===== config.mk =====
export PLATFORM = sky130hd
export DESIGN_NAME = region_protection_unit
export DESIGN_NICKNAME = d
export VERILOG_FILES = /design/src/verilog/rpu_pkg.sv /design/src/verilog/region_match.sv /design/src/verilog/region_protection_unit.sv
export VERILOG_INCLUDE_DIRS = /design/src /design/src/verilog
export SDC_FILE = /design/constraint.sdc
export NUM_CORES = 1
export LEC_CHECK = 0
export ABC_AREA = 1
export BUFFER_PORTS_ARGS = -buffer_cell sky130_fd_sc_hd__buf_2
export CAP_MARGIN = 30
export CORE_MARGIN = 2
export CORE_UTILIZATION = 38
export CTS_BUF_LIST = sky130_fd_sc_hd__clkbuf_16
export DETAILED_ROUTE_END_ITERATION = 7
export PLACE_DENSITY = 0.58
export SETUP_SLACK_MARGIN = 0.4
export SLEW_MARGIN = 20
export SYNTH_ARGS = -nofsm -noshare
export SYNTH_HDL_FRONTEND = slang
export SYNTH_HIERARCHICAL = 1
export SYNTH_SLANG_ARGS = --single-unit

===== constraint.sdc =====
create_clock -name CLK -period 10.6 [get_ports CLK]
set_input_delay 0.53 -clock CLK [delete_from_list [all_inputs] [get_ports CLK]]
set_output_delay 0.53 -clock CLK [all_outputs]
set_load 0.1 [all_outputs]

===== src/verilog/rpu_params.svh =====
`ifndef RPU_PARAMS_SVH
`define RPU_PARAMS_SVH

// ==========================================================
// register byte addresses
`define RPU_OFF_CTRL    8'h00
`define RPU_OFF_ICACHE  8'h04
`define RPU_OFF_DCACHE  8'h08
`define RPU_OFF_DBUF    8'h0C
`define RPU_OFF_DPERM   8'h10
`define RPU_OFF_IPERM   8'h14
`define RPU_OFF_STATUS  8'h18
`define RPU_OFF_REGION0 8'h20
`define RPU_OFF_REGION7 8'h3C

// ==========================================================
// field positions
`define RPU_CTRL_EN_BIT 0
`define RPU_BASE_MSB    31
`define RPU_BASE_LSB    12
`define RPU_SIZE_MSB    5
`define RPU_SIZE_LSB    1
`define RPU_EN_BIT      0
`define RPU_REGION_MASK 32'hFFFFF03F

// ==========================================================
// reset values and codes
`define RPU_RST_WORD    32'h00000000
`define RPU_RST_BYTE    8'h00
`define RPU_SIZE_4K     5'h0B
`define RPU_SIZE_4G     5'h1F
`define RPU_AP_PRIV     4'h1
`define RPU_AP_USER_RO  4'h2
`define RPU_AP_FULL     4'h3
`define RPU_AP_PRIV_RO  4'h5
`define RPU_AP_ALL_RO   4'h6

`endif


===== src/verilog/rpu_pkg.sv =====
package rpu_pkg;

    // ==========================================================
    // one protection region
    typedef struct packed {
        logic [19:0] base;
        logic [4:0] size;
        logic en;
    } region_t;

    // one access issued by the core
    typedef struct packed {
        logic [31:0] addr;
        logic write;
        logic priv;
    } access_t;

    // outcome of one check
    typedef struct packed {
        logic abort;
        logic cachable;
        logic bufferable;
    } result_t;

endpackage


===== src/verilog/region_match.sv =====
`include "rpu_params.svh"

module region_match
    import rpu_pkg::*;
(
    input wire region_t region, // region setup
    input wire logic [31:0] addr, // address under test
    output logic hit // address lies in region
);

    logic [19:0] bit_ok;

    // ==========================================================
    // compare only bits above the region size
    genvar b;
    generate
        for (b = 0; b < 20; b = b + 1)
        begin : g_bit
            assign bit_ok[b] =
                (5'(b + `RPU_BASE_LSB) <= region.size) ||
                (addr[b + `RPU_BASE_LSB] == region.base[b]);
        end
    endgenerate

    // enabled and all upper bits equal
    assign hit = region.en && (&bit_ok);

endmodule


===== src/verilog/region_protection_unit.sv =====
// Behaviour
// - size code 0B is 4KB, each step doubles, 1F covers all 4GB.
// - each region holds cachable, bufferable and permission attributes.
// - failed fetch gives prefetch abort, failed data access data abort.
// - cachable and bufferable bits form a two-bit handling selection.
// - among matching regions the highest number wins.
// - eight independent regions, free to overlap.
// - an address in no enabled region is aborted while checking is on.
// - region 0 over 4GB acts as background for the rest.
// - code 1 privileged only; code 2 user read-only, user write aborts.
// - region word: base 31:12, size 5:1, enable 0 reset low.
// - checking runs only while control bit 0 is set.
// - checking off: fetches noncachable, data noncachable and unbuffered.
//
// The implementer's own choices: the address map and the Avalon-MM register port.
`include "rpu_params.svh"

module region_protection_unit
    import rpu_pkg::*;
(
    input wire logic CLK, // core clock
    input wire logic RST, // async reset, high
    input wire logic [7:0] AVS_ADDRESS, // byte address
    input wire logic AVS_READ, // read strobe
    input wire logic AVS_WRITE, // write strobe
    input wire logic [31:0] AVS_WRITEDATA, // write data
    input wire logic [3:0] AVS_BYTEENABLE, // byte lanes
    output logic [31:0] AVS_READDATA, // read data
    output logic AVS_WAITREQUEST, // stall
    input wire logic I_REQ, // fetch check request
    input wire access_t I_ACC, // fetch address
    output logic I_VALID, // fetch result valid
    output result_t I_RES, // fetch result
    input wire logic D_REQ, // data check request
    input wire access_t D_ACC, // data access
    output logic D_VALID, // data result valid
    output result_t D_RES // data result
);

    logic bus_wait, wr_go, ctrl_en, i_any, d_any;
    logic [31:0] rdata, next_rdata, dperm, iperm;
    logic [7:0] wa, icache, dcache, dbuf, i_hit, d_hit;
    logic [31:0] rword [8];
    region_t rg [8];
    logic [2:0] i_idx, d_idx;
    logic [1:0] d_sel;
    result_t next_ires, next_dres;
    logic [15:0] status;

    // ==========================================================
    // byte-lane merge
    function automatic logic [31:0] merge(input logic [31:0] old,
        input logic [31:0] wd, input logic [3:0] be);
        logic [31:0] m;
        m = old;
        for (int k = 0; k < 4; k++)
        begin
            if (be[k])
                m[k*8 +: 8] = wd[k*8 +: 8];
        end
        return m;
    endfunction
    // highest matching region
    function automatic logic [3:0] pick(input logic [7:0] h);
        logic [3:0] r;
        r = 4'h0;
        for (int k = 0; k < 8; k++)
        begin
            if (h[k])
                r = {1'b1, 3'(k)};
        end
        return r;
    endfunction
    // permission decode
    function automatic logic perm_ok(input logic [3:0] ap,
        input logic priv, input logic wr);
        case (ap)
            `RPU_AP_PRIV: perm_ok = priv;
            `RPU_AP_USER_RO: perm_ok = priv || !wr;
            `RPU_AP_FULL: perm_ok = 1'b1;
            `RPU_AP_PRIV_RO: perm_ok = priv && !wr;
            `RPU_AP_ALL_RO: perm_ok = !wr;
            default: perm_ok = 1'b0;
        endcase
    endfunction
    // ==========================================================
    // avalon slave: one wait cycle, then completion
    always_ff @(posedge CLK or posedge RST)
    begin
        if (RST)
            bus_wait <= 1'b1;
        else
            bus_wait <= !((AVS_READ || AVS_WRITE) && bus_wait);
    end
    assign wr_go = AVS_WRITE && !bus_wait;
    assign wa = {AVS_ADDRESS[7:2], 2'b00};
    assign AVS_WAITREQUEST = bus_wait;
    assign AVS_READDATA = rdata;
    // control register
    always_ff @(posedge CLK or posedge RST)
    begin
        if (RST)
            ctrl_en <= 1'b0;
        else if (wr_go && wa == `RPU_OFF_CTRL && AVS_BYTEENABLE[0])
            ctrl_en <= AVS_WRITEDATA[`RPU_CTRL_EN_BIT];
    end
    // attribute registers
    always_ff @(posedge CLK or posedge RST)
    begin
        if (RST)
        begin
            icache <= `RPU_RST_BYTE;
            dcache <= `RPU_RST_BYTE;
            dbuf <= `RPU_RST_BYTE;
            dperm <= `RPU_RST_WORD;
            iperm <= `RPU_RST_WORD;
        end
        else if (wr_go)
        begin
            // low byte only carries the eight flags
            if (wa == `RPU_OFF_ICACHE && AVS_BYTEENABLE[0])
                icache <= AVS_WRITEDATA[7:0];
            if (wa == `RPU_OFF_DCACHE && AVS_BYTEENABLE[0])
                dcache <= AVS_WRITEDATA[7:0];
            if (wa == `RPU_OFF_DBUF && AVS_BYTEENABLE[0])
                dbuf <= AVS_WRITEDATA[7:0];
            if (wa == `RPU_OFF_DPERM)
                dperm <= merge(dperm, AVS_WRITEDATA, AVS_BYTEENABLE);
            if (wa == `RPU_OFF_IPERM)
                iperm <= merge(iperm, AVS_WRITEDATA, AVS_BYTEENABLE);
        end
    end

    // ==========================================================
    // eight regions and their matchers
    genvar i;
    generate
        for (i = 0; i < 8; i = i + 1)
        begin : g_reg
            always_ff @(posedge CLK or posedge RST)
            begin
                if (RST)
                    rword[i] <= `RPU_RST_WORD;
                else if (wr_go && wa == 8'(`RPU_OFF_REGION0 + 4 * i))
                    rword[i] <= merge(rword[i], AVS_WRITEDATA,
                        AVS_BYTEENABLE) & `RPU_REGION_MASK;
            end
            assign rg[i] = '{base: rword[i][`RPU_BASE_MSB:`RPU_BASE_LSB],
                size: rword[i][`RPU_SIZE_MSB:`RPU_SIZE_LSB],
                en: rword[i][`RPU_EN_BIT]};
            region_match u_imatch (
                .region(rg[i]),
                .addr(I_ACC.addr),
                .hit(i_hit[i])
            );
            region_match u_dmatch (
                .region(rg[i]),
                .addr(D_ACC.addr),
                .hit(d_hit[i])
            );
        end
    endgenerate

    assign {i_any, i_idx} = pick(i_hit);
    assign {d_any, d_idx} = pick(d_hit);
    assign d_sel = {dcache[d_idx], dbuf[d_idx]};
    // read mux, unmapped reads as zero
    always_comb
    begin
        next_rdata = `RPU_RST_WORD;
        case (wa)
            `RPU_OFF_CTRL: next_rdata = {31'h0, ctrl_en};
            `RPU_OFF_ICACHE: next_rdata = {24'h0, icache};
            `RPU_OFF_DCACHE: next_rdata = {24'h0, dcache};
            `RPU_OFF_DBUF: next_rdata = {24'h0, dbuf};
            `RPU_OFF_DPERM: next_rdata = dperm;
            `RPU_OFF_IPERM: next_rdata = iperm;
            `RPU_OFF_STATUS: next_rdata = {16'h0, status};
            default:
            begin
                if (wa >= `RPU_OFF_REGION0 && wa <= `RPU_OFF_REGION7)
                    next_rdata = rword[wa[4:2]];
            end
        endcase
    end
    // read data loaded during the wait cycle
    always_ff @(posedge CLK or posedge RST)
    begin
        if (RST)
            rdata <= `RPU_RST_WORD;
        else if (AVS_READ && bus_wait)
            rdata <= next_rdata;
    end
    // ==========================================================
    // check outcome for both ports
    always_comb
    begin
        next_ires = '{abort: 1'b0, cachable: 1'b0, bufferable: 1'b0};
        next_dres = '{abort: 1'b0, cachable: 1'b0, bufferable: 1'b0};
        if (ctrl_en)
        begin
            next_ires.abort = !i_any ||
                !perm_ok(iperm[{i_idx, 2'b00} +: 4], I_ACC.priv,
                1'b0);
            next_ires.cachable = i_any && icache[i_idx];
            next_dres.abort = !d_any ||
                !perm_ok(dperm[{d_idx, 2'b00} +: 4], D_ACC.priv,
                D_ACC.write);
            next_dres.cachable = d_any && dcache[d_idx];
            next_dres.bufferable = d_any && dbuf[d_idx];
        end
    end

    // result flops; a check made while checking is off gives an all-zero result
    always_ff @(posedge CLK or posedge RST)
    begin
        if (RST)
        begin
            I_VALID <= 1'b0;
            D_VALID <= 1'b0;
            I_RES <= '{abort: 1'b0, cachable: 1'b0, bufferable: 1'b0};
            D_RES <= '{abort: 1'b0, cachable: 1'b0, bufferable: 1'b0};
        end
        else
        begin
            I_VALID <= I_REQ;
            D_VALID <= D_REQ;
            if (I_REQ)
                I_RES <= next_ires;
            if (D_REQ)
                D_RES <= next_dres;
        end
    end

    // status of latest checks
    always_ff @(posedge CLK or posedge RST)
    begin
        if (RST)
            status <= 16'h0000;
        else
        begin
            if (I_REQ)
                status[7:0] <= {i_idx, i_any, 3'h0, next_ires.abort};
            if (D_REQ)
                status[15:8] <= {d_idx, d_any, 3'h0, next_dres.abort};
        end
    end
endmodule


---- Yosys cells after proc, flatten, opt, wreduce, memory -nomap -nowiden ----
Cells that the tools add are included.
storage, ports and cells
  bits of input ports ..................... 118
  logic and storage cells ................. 1030
  flip-flop bits (word level) ............. 347
  output and inout bits ................... 41
operators by class
  equal/unequal tests ..................... 344
  reduce and logical (&&, ||, !) cells .... 430
  shift operators ......................... 2
  multiplexer cells ....................... 33
  $lt $le $gt $ge ......................... 165
  bitwise gates (word level) .............. 1
operator list
  kind                count
  $le 5x5->1 const A  128
  $logic_or 1x1->1    324
  $eq 1x1->1          320
  $reduce_and 20->1   16
  $pmux 32 s7         1
  $le 4x5->1 const A  32
  $bmux 32 s3         1
  $mux 32             3
  $reduce_and 2->1    35
  $mux 4              16
  $shiftx 32x6->4     2
  $eq 6x4->1 const B  8
  $logic_and 1x1->1   37
  $reduce_and 3->1    8
  $eq 6x3->1 const B  3
  $eq 4x2->1 const B  4
  $eq 4x3->1 const B  4
  $eq 6x2->1 const B  2
  $bmux 1 s3          3
  $eq 4x1->1 const B  2
  $ge 8x6->1 const B  1
  $le 8x6->1 const B  1
  $logic_not 8->1     1
  $lt 3x4->1 const B  2
  11 further kinds    21

---- Longest topological paths before layout ----
  depth in word-level cells ............... 20
  gate-level depth with buffers ........... 26
  gate-level depth less buffers ........... 25

---- Modules after synthesis ----
Netlist, hierarchy kept.
by module, submodules not included
  module                  seq. area each (um2)  instances  area each (um2)  cells each
  region_protection_unit  8634.5                1          15920.3          1830
  region_match            0.0                   16         538.0            114

---- Worst setup path before layout ----
No wires, ideal clock.
  path type ............................... register -> register
  start point ............................. register rword, in the netlist rg[83]
  end point ............................... register status[8]
  path buffers ............................ 1
  path slack .............................. 8.170 ns
  required time ........................... 10.483 ns
  stages on the path, launching flop included .. 21
  clock period less this slack ............ 2.430 ns
  setup time .............................. 0.117 ns
  data arrival time ....................... 2.312 ns
  path through ............................ dfrtp_1 -> nand2_1 -> inv_2 -> nand2_1 -> nand2_1 -> nand2_1 -> nor2_1 -> nand3_1 -> nor2_1 -> inv_1 -> nand2_1 -> a21oi_1 -> nor3_4 -> inv_2 -> buf_2 -> nand3_1 -> nand3_1 -> nor2_1 -> nand3_1 -> nand3_1 -> nand2_1
between the ends
  longest elaborated chain between the ends .. 15
  elaborated cells on any way between the ends .. 58
  those cells by class .................... 20 x order compare; 5 x eq/ne; 1 x shift; 7 x mux; 25 x reduce/logical
ends and longest elaborated chain
  item                                      RTL line                       text
  from (decl)                               region_protection_unit.sv:43   logic [31:0] rword [8];
  from (signal, indexed assignment)         region_protection_unit.sv:143  rword[i] <= `RPU_RST_WORD;
  from (signal, indexed assignment)         region_protection_unit.sv:145  rword[i] <= merge(rword[i], AVS_WRITEDATA,
  $le 4x5->1 or $le 5x5->1 (tied branches)  region_match.sv:20             (5'(b + `RPU_BASE_LSB) <= region.size) ||
  $logic_or 1x1->1                          region_match.sv:20
  $reduce_and 20->1 *                       region_match.sv:26             assign hit = region.en && (&bit_ok);
  $logic_and 1x1->1 *                       region_match.sv:26
  named net d_hit[4]                        region_protection_unit.sv:42   logic [7:0] wa, icache, dcache, dbuf, i_hit, d_hit;
  $mux 4 * (4 in a row)                     region_protection_unit.sv:69   if (h[k])
  $shiftx 32x6->4                           region_protection_unit.sv:207  !perm_ok(dperm[{d_idx, 2'b00} +: 4], D_ACC.priv,
  $eq 4x3->1 (tied with other cells)        region_protection_unit.sv:77   case (ap)
  $pmux 1 s5                                region_protection_unit.sv:77
  $mux 1                                    region_protection_unit.sv:200  if (ctrl_en)
  $logic_not 1->1                           region_protection_unit.sv:207
  $logic_or 1x1->1 *                        region_protection_unit.sv:206  next_dres.abort = !d_any ||
  $mux 3 *                                  region_protection_unit.sv:200
  to (signal assigned)                      region_protection_unit.sv:245  status[15:8] <= {d_idx, d_any, 3'h0, next_dres.abort};
  to (decl)                                 region_protection_unit.sv:48   logic [15:0] status;
Mark *: on every way through the listed nets, which the timed path passes. The rest lies on a longest branch. The select of a mux whose other input is x is not followed.
A chain may end at the register's enable or synchronous reset.

---- Worst setup path after layout ----
  start point ............................. register rword, in the netlist rg[159]
  end point ............................... register status[0]
between the ends
  longest elaborated chain between the ends .. 19
  elaborated cells on any way between the ends .. 63
  those cells by class .................... 20 x order compare; 5 x eq/ne; 1 x shift; 10 x mux; 27 x reduce/logical
ends and longest elaborated chain
  item                                                          RTL line                       text
  $le 4x5->1 or $le 5x5->1 (tied branches)                      region_match.sv:20
  $logic_or 1x1->1                                              region_match.sv:20
  $reduce_and 20->1 *                                           region_match.sv:26
  $logic_and 1x1->1 *                                           region_match.sv:26
  named net i_hit[1]                                            region_protection_unit.sv:42
  $mux 4 * (7 in a row)                                         region_protection_unit.sv:69
  $shiftx 32x6->4                                               region_protection_unit.sv:203  !perm_ok(iperm[{i_idx, 2'b00} +: 4], I_ACC.priv,
  $eq 4x3->1 (tied with other cells)                            region_protection_unit.sv:77
  $reduce_or 3->1 (no line) or $reduce_or 2->1 (tied branches)  n/a
  $pmux 1 s2                                                    region_protection_unit.sv:77
  $mux 1                                                        region_protection_unit.sv:200
  $logic_not 1->1                                               region_protection_unit.sv:203
  $logic_or 1x1->1 *                                            region_protection_unit.sv:202  next_ires.abort = !i_any ||
  $mux 2 *                                                      region_protection_unit.sv:200
  to (signal assigned)                                          region_protection_unit.sv:243  status[7:0] <= {i_idx, i_any, 3'h0, next_ires.abort};
Marks and branches as above.

==> key figures <==
Run status
  – Status: finished clean

Final layout
  – Area growth, synth to finish: 10.4%
  – Nets@finish: 3,835
  – Final instance area: 27,100 µm²
  – Post-Layout Cell Count: 4,603
  – Share of cells above drive strength 1: 8.60%
  – Number of fillers in the final layout: 6,920

GRT
  – Grt ovf: 0
  – First-pass GRT wire length: 165,000 µm
  – Largest net degree at the start of global routing: 164
  – Vias in the first global route: 23.7k
  – All-Layer GR Usage: 34.1%
  – Initial antenna violation count: 5

Synthesis
  – Syn Area/Cell: 6.71 µm²
  – Seq cells post-synth: 345
  – Async SR Flop Fraction: 100%
  – Synth Warn #: 6
  – Syn Inst Count: 3,654
  – Synth top area cells: dfrtp_1 35%, nand2_1 18%, xor2_1 7.4%
  – Area leader, netlist: dfrtp_1
  – Post-synth EDFFs: 0
  – Mapped Area: 24,500 µm²
  – Syn nets: 3,772
  – Distinct cell type count after synthesis: 44
  – Sequential cell area fraction in the yosys report: 35.2%
  – Ys flop type: dfrtp_1
  – Top-area cell type share of the netlist area: 35.1%

Place
  – HPWL Detailed: 81,500 µm
  – Placed inst area: 25,700 µm²
  – Buffers on Ports: 130
  – Placed Cells incl. Taps: 4,527
  – GPL Wtd Cong: 0.999

Floorplan
  – Row count: 93
  – # IOs: 159
  – CORE AREA: 64,100 µm²
  – Die X: 258 µm
  – Die footprint: 66,600 µm²
  – Initial Util: 38.3%
  – Die span in y: 258 µm

Routing
  – Detailed-route wire length: 115,000 µm
  – WL per Instance: 25.0 µm
  – Vias: 26.1k
  – Post-DR vias/cell: 5.66
  – DRT Pass-1 Iters: 7
  – DRC Markers: 0
  – DRC marker count from the first detailed-route iteration: 3,761
  – DRT antenna net count: 0

STA
  – Hold slack: 0.0739 ns
  – Achievable Freq: 193 MHz
  – Slew Limit Fails: 0
  – Final Cycle Share: 48.9%
  – Skew final: 0.0332 ns
  – Hold violation count in the final report: 0
  – Worst-margin pin slew: 1.01 ns
  – Headroom to the max-slew limit: 32.7%
  – Final Setup Violations: 0
  – Final setup TNS: 0 ns
  – Minimum clock period: 5.19 ns
  – RSZ-0062 raised after global routing: false

Setup path
  – Buffers plus inverters on the worst setup path: 2
  – Worst EP required: 11.09 ns
  – Critical path cell sequence: nand2_1 -> inv_1 -> nand3_1 -> nand2_1 -> nand2_1 -> nor2_1 -> nand3_1 -> nor2_1 -> a21oi_1 -> o21bai_1 -> nand2_1 -> nand2_1 -> inv_1 -> nand2_1 -> a21oi_1 -> nor2_1 -> nand3_1 -> nand3_1 -> nand2_1
  – Critical Path Slowest Stage Cell: nand2_1
  – Critical path arrival: 5.68 ns
  – Reg2Reg Setup Slack: 5.41 ns
  – R2R Path End: status[0]$_DFFE_PP0P_
  – Crit Path Max Fanout: 23
  – Crit path depth: 19
  – R2r startpoint: rg[159]$_DFFE_PP0P_
  – CP Capture Type: register
  – Top cell family by delay on the critical path: simple AND/OR/NAND/NOR gates
  – Worst Path Class, Setup: reg -> reg
  – Most common cell on crit path: nand2_1
  – Critical path startpoint category: register
  – Reg2reg path depth: 19
  – CP max stage delay: 0.92 ns
  – Worst Setup SP: rg[159]$_DFFE_PP0P_
  – Worst Setup EP: status[0]$_DFFE_PP0P_

Clock network
  – Depth of the CTS H-tree: 2
  – TritonCTS Buffers: 41
  – Worst-Skew Late Latency: 0.60 ns
  – Post-CTS setup buffers: 0
  – Clk slew on worst S/H paths: 0.06 ns
  – Post-CTS resize count: 0
  – Clk sinks: 345
  – CTS tree: built
  – Clk buf depth: 3
  – Clk root buf: clkbuf_16
  – CTS hold repair buffers: 0

Run
  – Max-Cap Viols: 0

Power and ir drop
  – Worst VDD drop: 0.128 mV
  – Static leakage: 0.0136 µW
  – Power Density: 138 nW/µm²

Hold path
  – Worst min-delay path category: in -> reg
-- per-stage QoR --
step,utilization (%),setup slack [ns],power (µW)
floorplan,-,0.507,1990
global placement,40.1,5.62,2290
detailed placement,40.1,5.59,2290
CTS,42.2,5.61,3720
global route,42.2,5.11,3870
finish,42.2,5.41,3730
-- Yosys cell counts (8+ instances only) --
cell type and number:
o21a_1 74, buf_4 40, o211ai_1 9, clkbuf_1 27
inv_1 303, xnor2_1 16, nand2_2 14, dfrtp_1 344
o22ai_1 108, nand3_1 310, clkinv_2 18, a22oi_1 28
nor2_1 334, xor2_1 208, a31oi_1 9, nand2_1 1208
o21ai_1 105, nand4_1 34, o21ai_0 264, or2_2 18
inv_2 33, nor2_4 8, a21oi_1 30, buf_2 56
-- final cells by class --
| cell class | instances | area [µm²] | share of cell area, % |
|---|---|---|---|
| antenna | 2 | 5.00 | 0.0185 |
| multi-input combinational | 2827 | 13800 | 51.1 |
| tap | 855 | 1070 | 3.95 |
| timing repair buffer | 148 | 823 | 3.04 |
| clock buffer | 41 | 1030 | 3.79 |
| sequential | 345 | 8630 | 31.9 |
| clock inverter | 31 | 315 | 1.16 |
| inverter | 354 | 1360 | 5.02 |
-- power breakdown --
group / switching, µW / internal (µW) / total (µW)
combinational: 530 / 212 / 742
clock: 619 / 813 / 1430
sequential: 166 / 1390 / 1560
-- worst min path at each step --
stage / start / endpoint / slack (ns) / cells after the start
floorplan: dbuf[0]$_DFFE_PP0P_ / dbuf[0]$_DFFE_PP0P_ / 0.45 / 2
global placement: AVS_WAITREQUEST$_DFF_PP1_ / AVS_WAITREQUEST$_DFF_PP1_ / 0.46 / 1
detailed placement: AVS_READDATA[6]$_DFFE_PP0P_ / AVS_READDATA[6]$_DFFE_PP0P_ / 0.47 / 2
CTS: D_REQ / D_VALID$_DFF_PP0_ / 0.06 / 1
global route: D_REQ / D_VALID$_DFF_PP0_ / 0.06 / 1
finish: D_REQ / D_VALID$_DFF_PP0_ / 0.07 / 1
-- state kept, by name (all words and copies together) (netlist names) --
| name | cells |
|---|---|
| I_VALID | 1 |
| dbuf | 8 |
| dperm | 32 |
| D_RES | 2 |
| status | 10 |
| AVS_WAITREQUEST | 1 |
| icache | 8 |
| dcache | 8 |
| I_RES | 1 |
| ctrl_en | 1 |
| iperm | 32 |
| AVS_READDATA | 32 |
| rg | 208 |
| D_VALID | 1 |
-- cells by family (layout without fill, tap and decap cells) --
kind of cell,count (synthesis),in the layout,share of synthesized area [%]
buffers and inverters,482,574,8.37
xor gates and xnor gates,224,224,8.00
AOI/OAI and AO/OA,647,647,15.3
and+or+nand+nor,1955,1955,33.1
other,1,3,0.0153
DFF,345,345,35.2
-- metal layers --
| layer | GRT usage, % | share of wire [%] |
|---|---|---|
| met1 | 48.7 | 42 |
| met2 | 47.2 | 40 |
| met3 | 9.83 | 13 |
| met4 | 15.6 | 5.3 |
| met5 | 0 | 0.023 |
-- cell usage in the layout, fill, tap and decap left out, types with 6 or more instances in the layout --
master     instances
dfrtp_1          344
o21ai_1          105
nand3_1          310
nor2_1           333
buf_4             14
clkinv_1           7
o22ai_1          108
nand3b_1           7
a21oi_1           30
nand4_1           34
a22oi_1           28
buf_2            131
inv_2             33
xor2_1           208
a31oi_1            9
nand2_2           14
clkbuf_16         41
clkinv_2          26
nor3_4             6
o21ai_0          264
or2_2             18
xnor2_1           16
nor2_2             6
nand2_1         1208
nor2_4             8
o211ai_1           9
inv_1            305
o21a_1            74
Note: power is estimated with default switching activity, not from simulation.
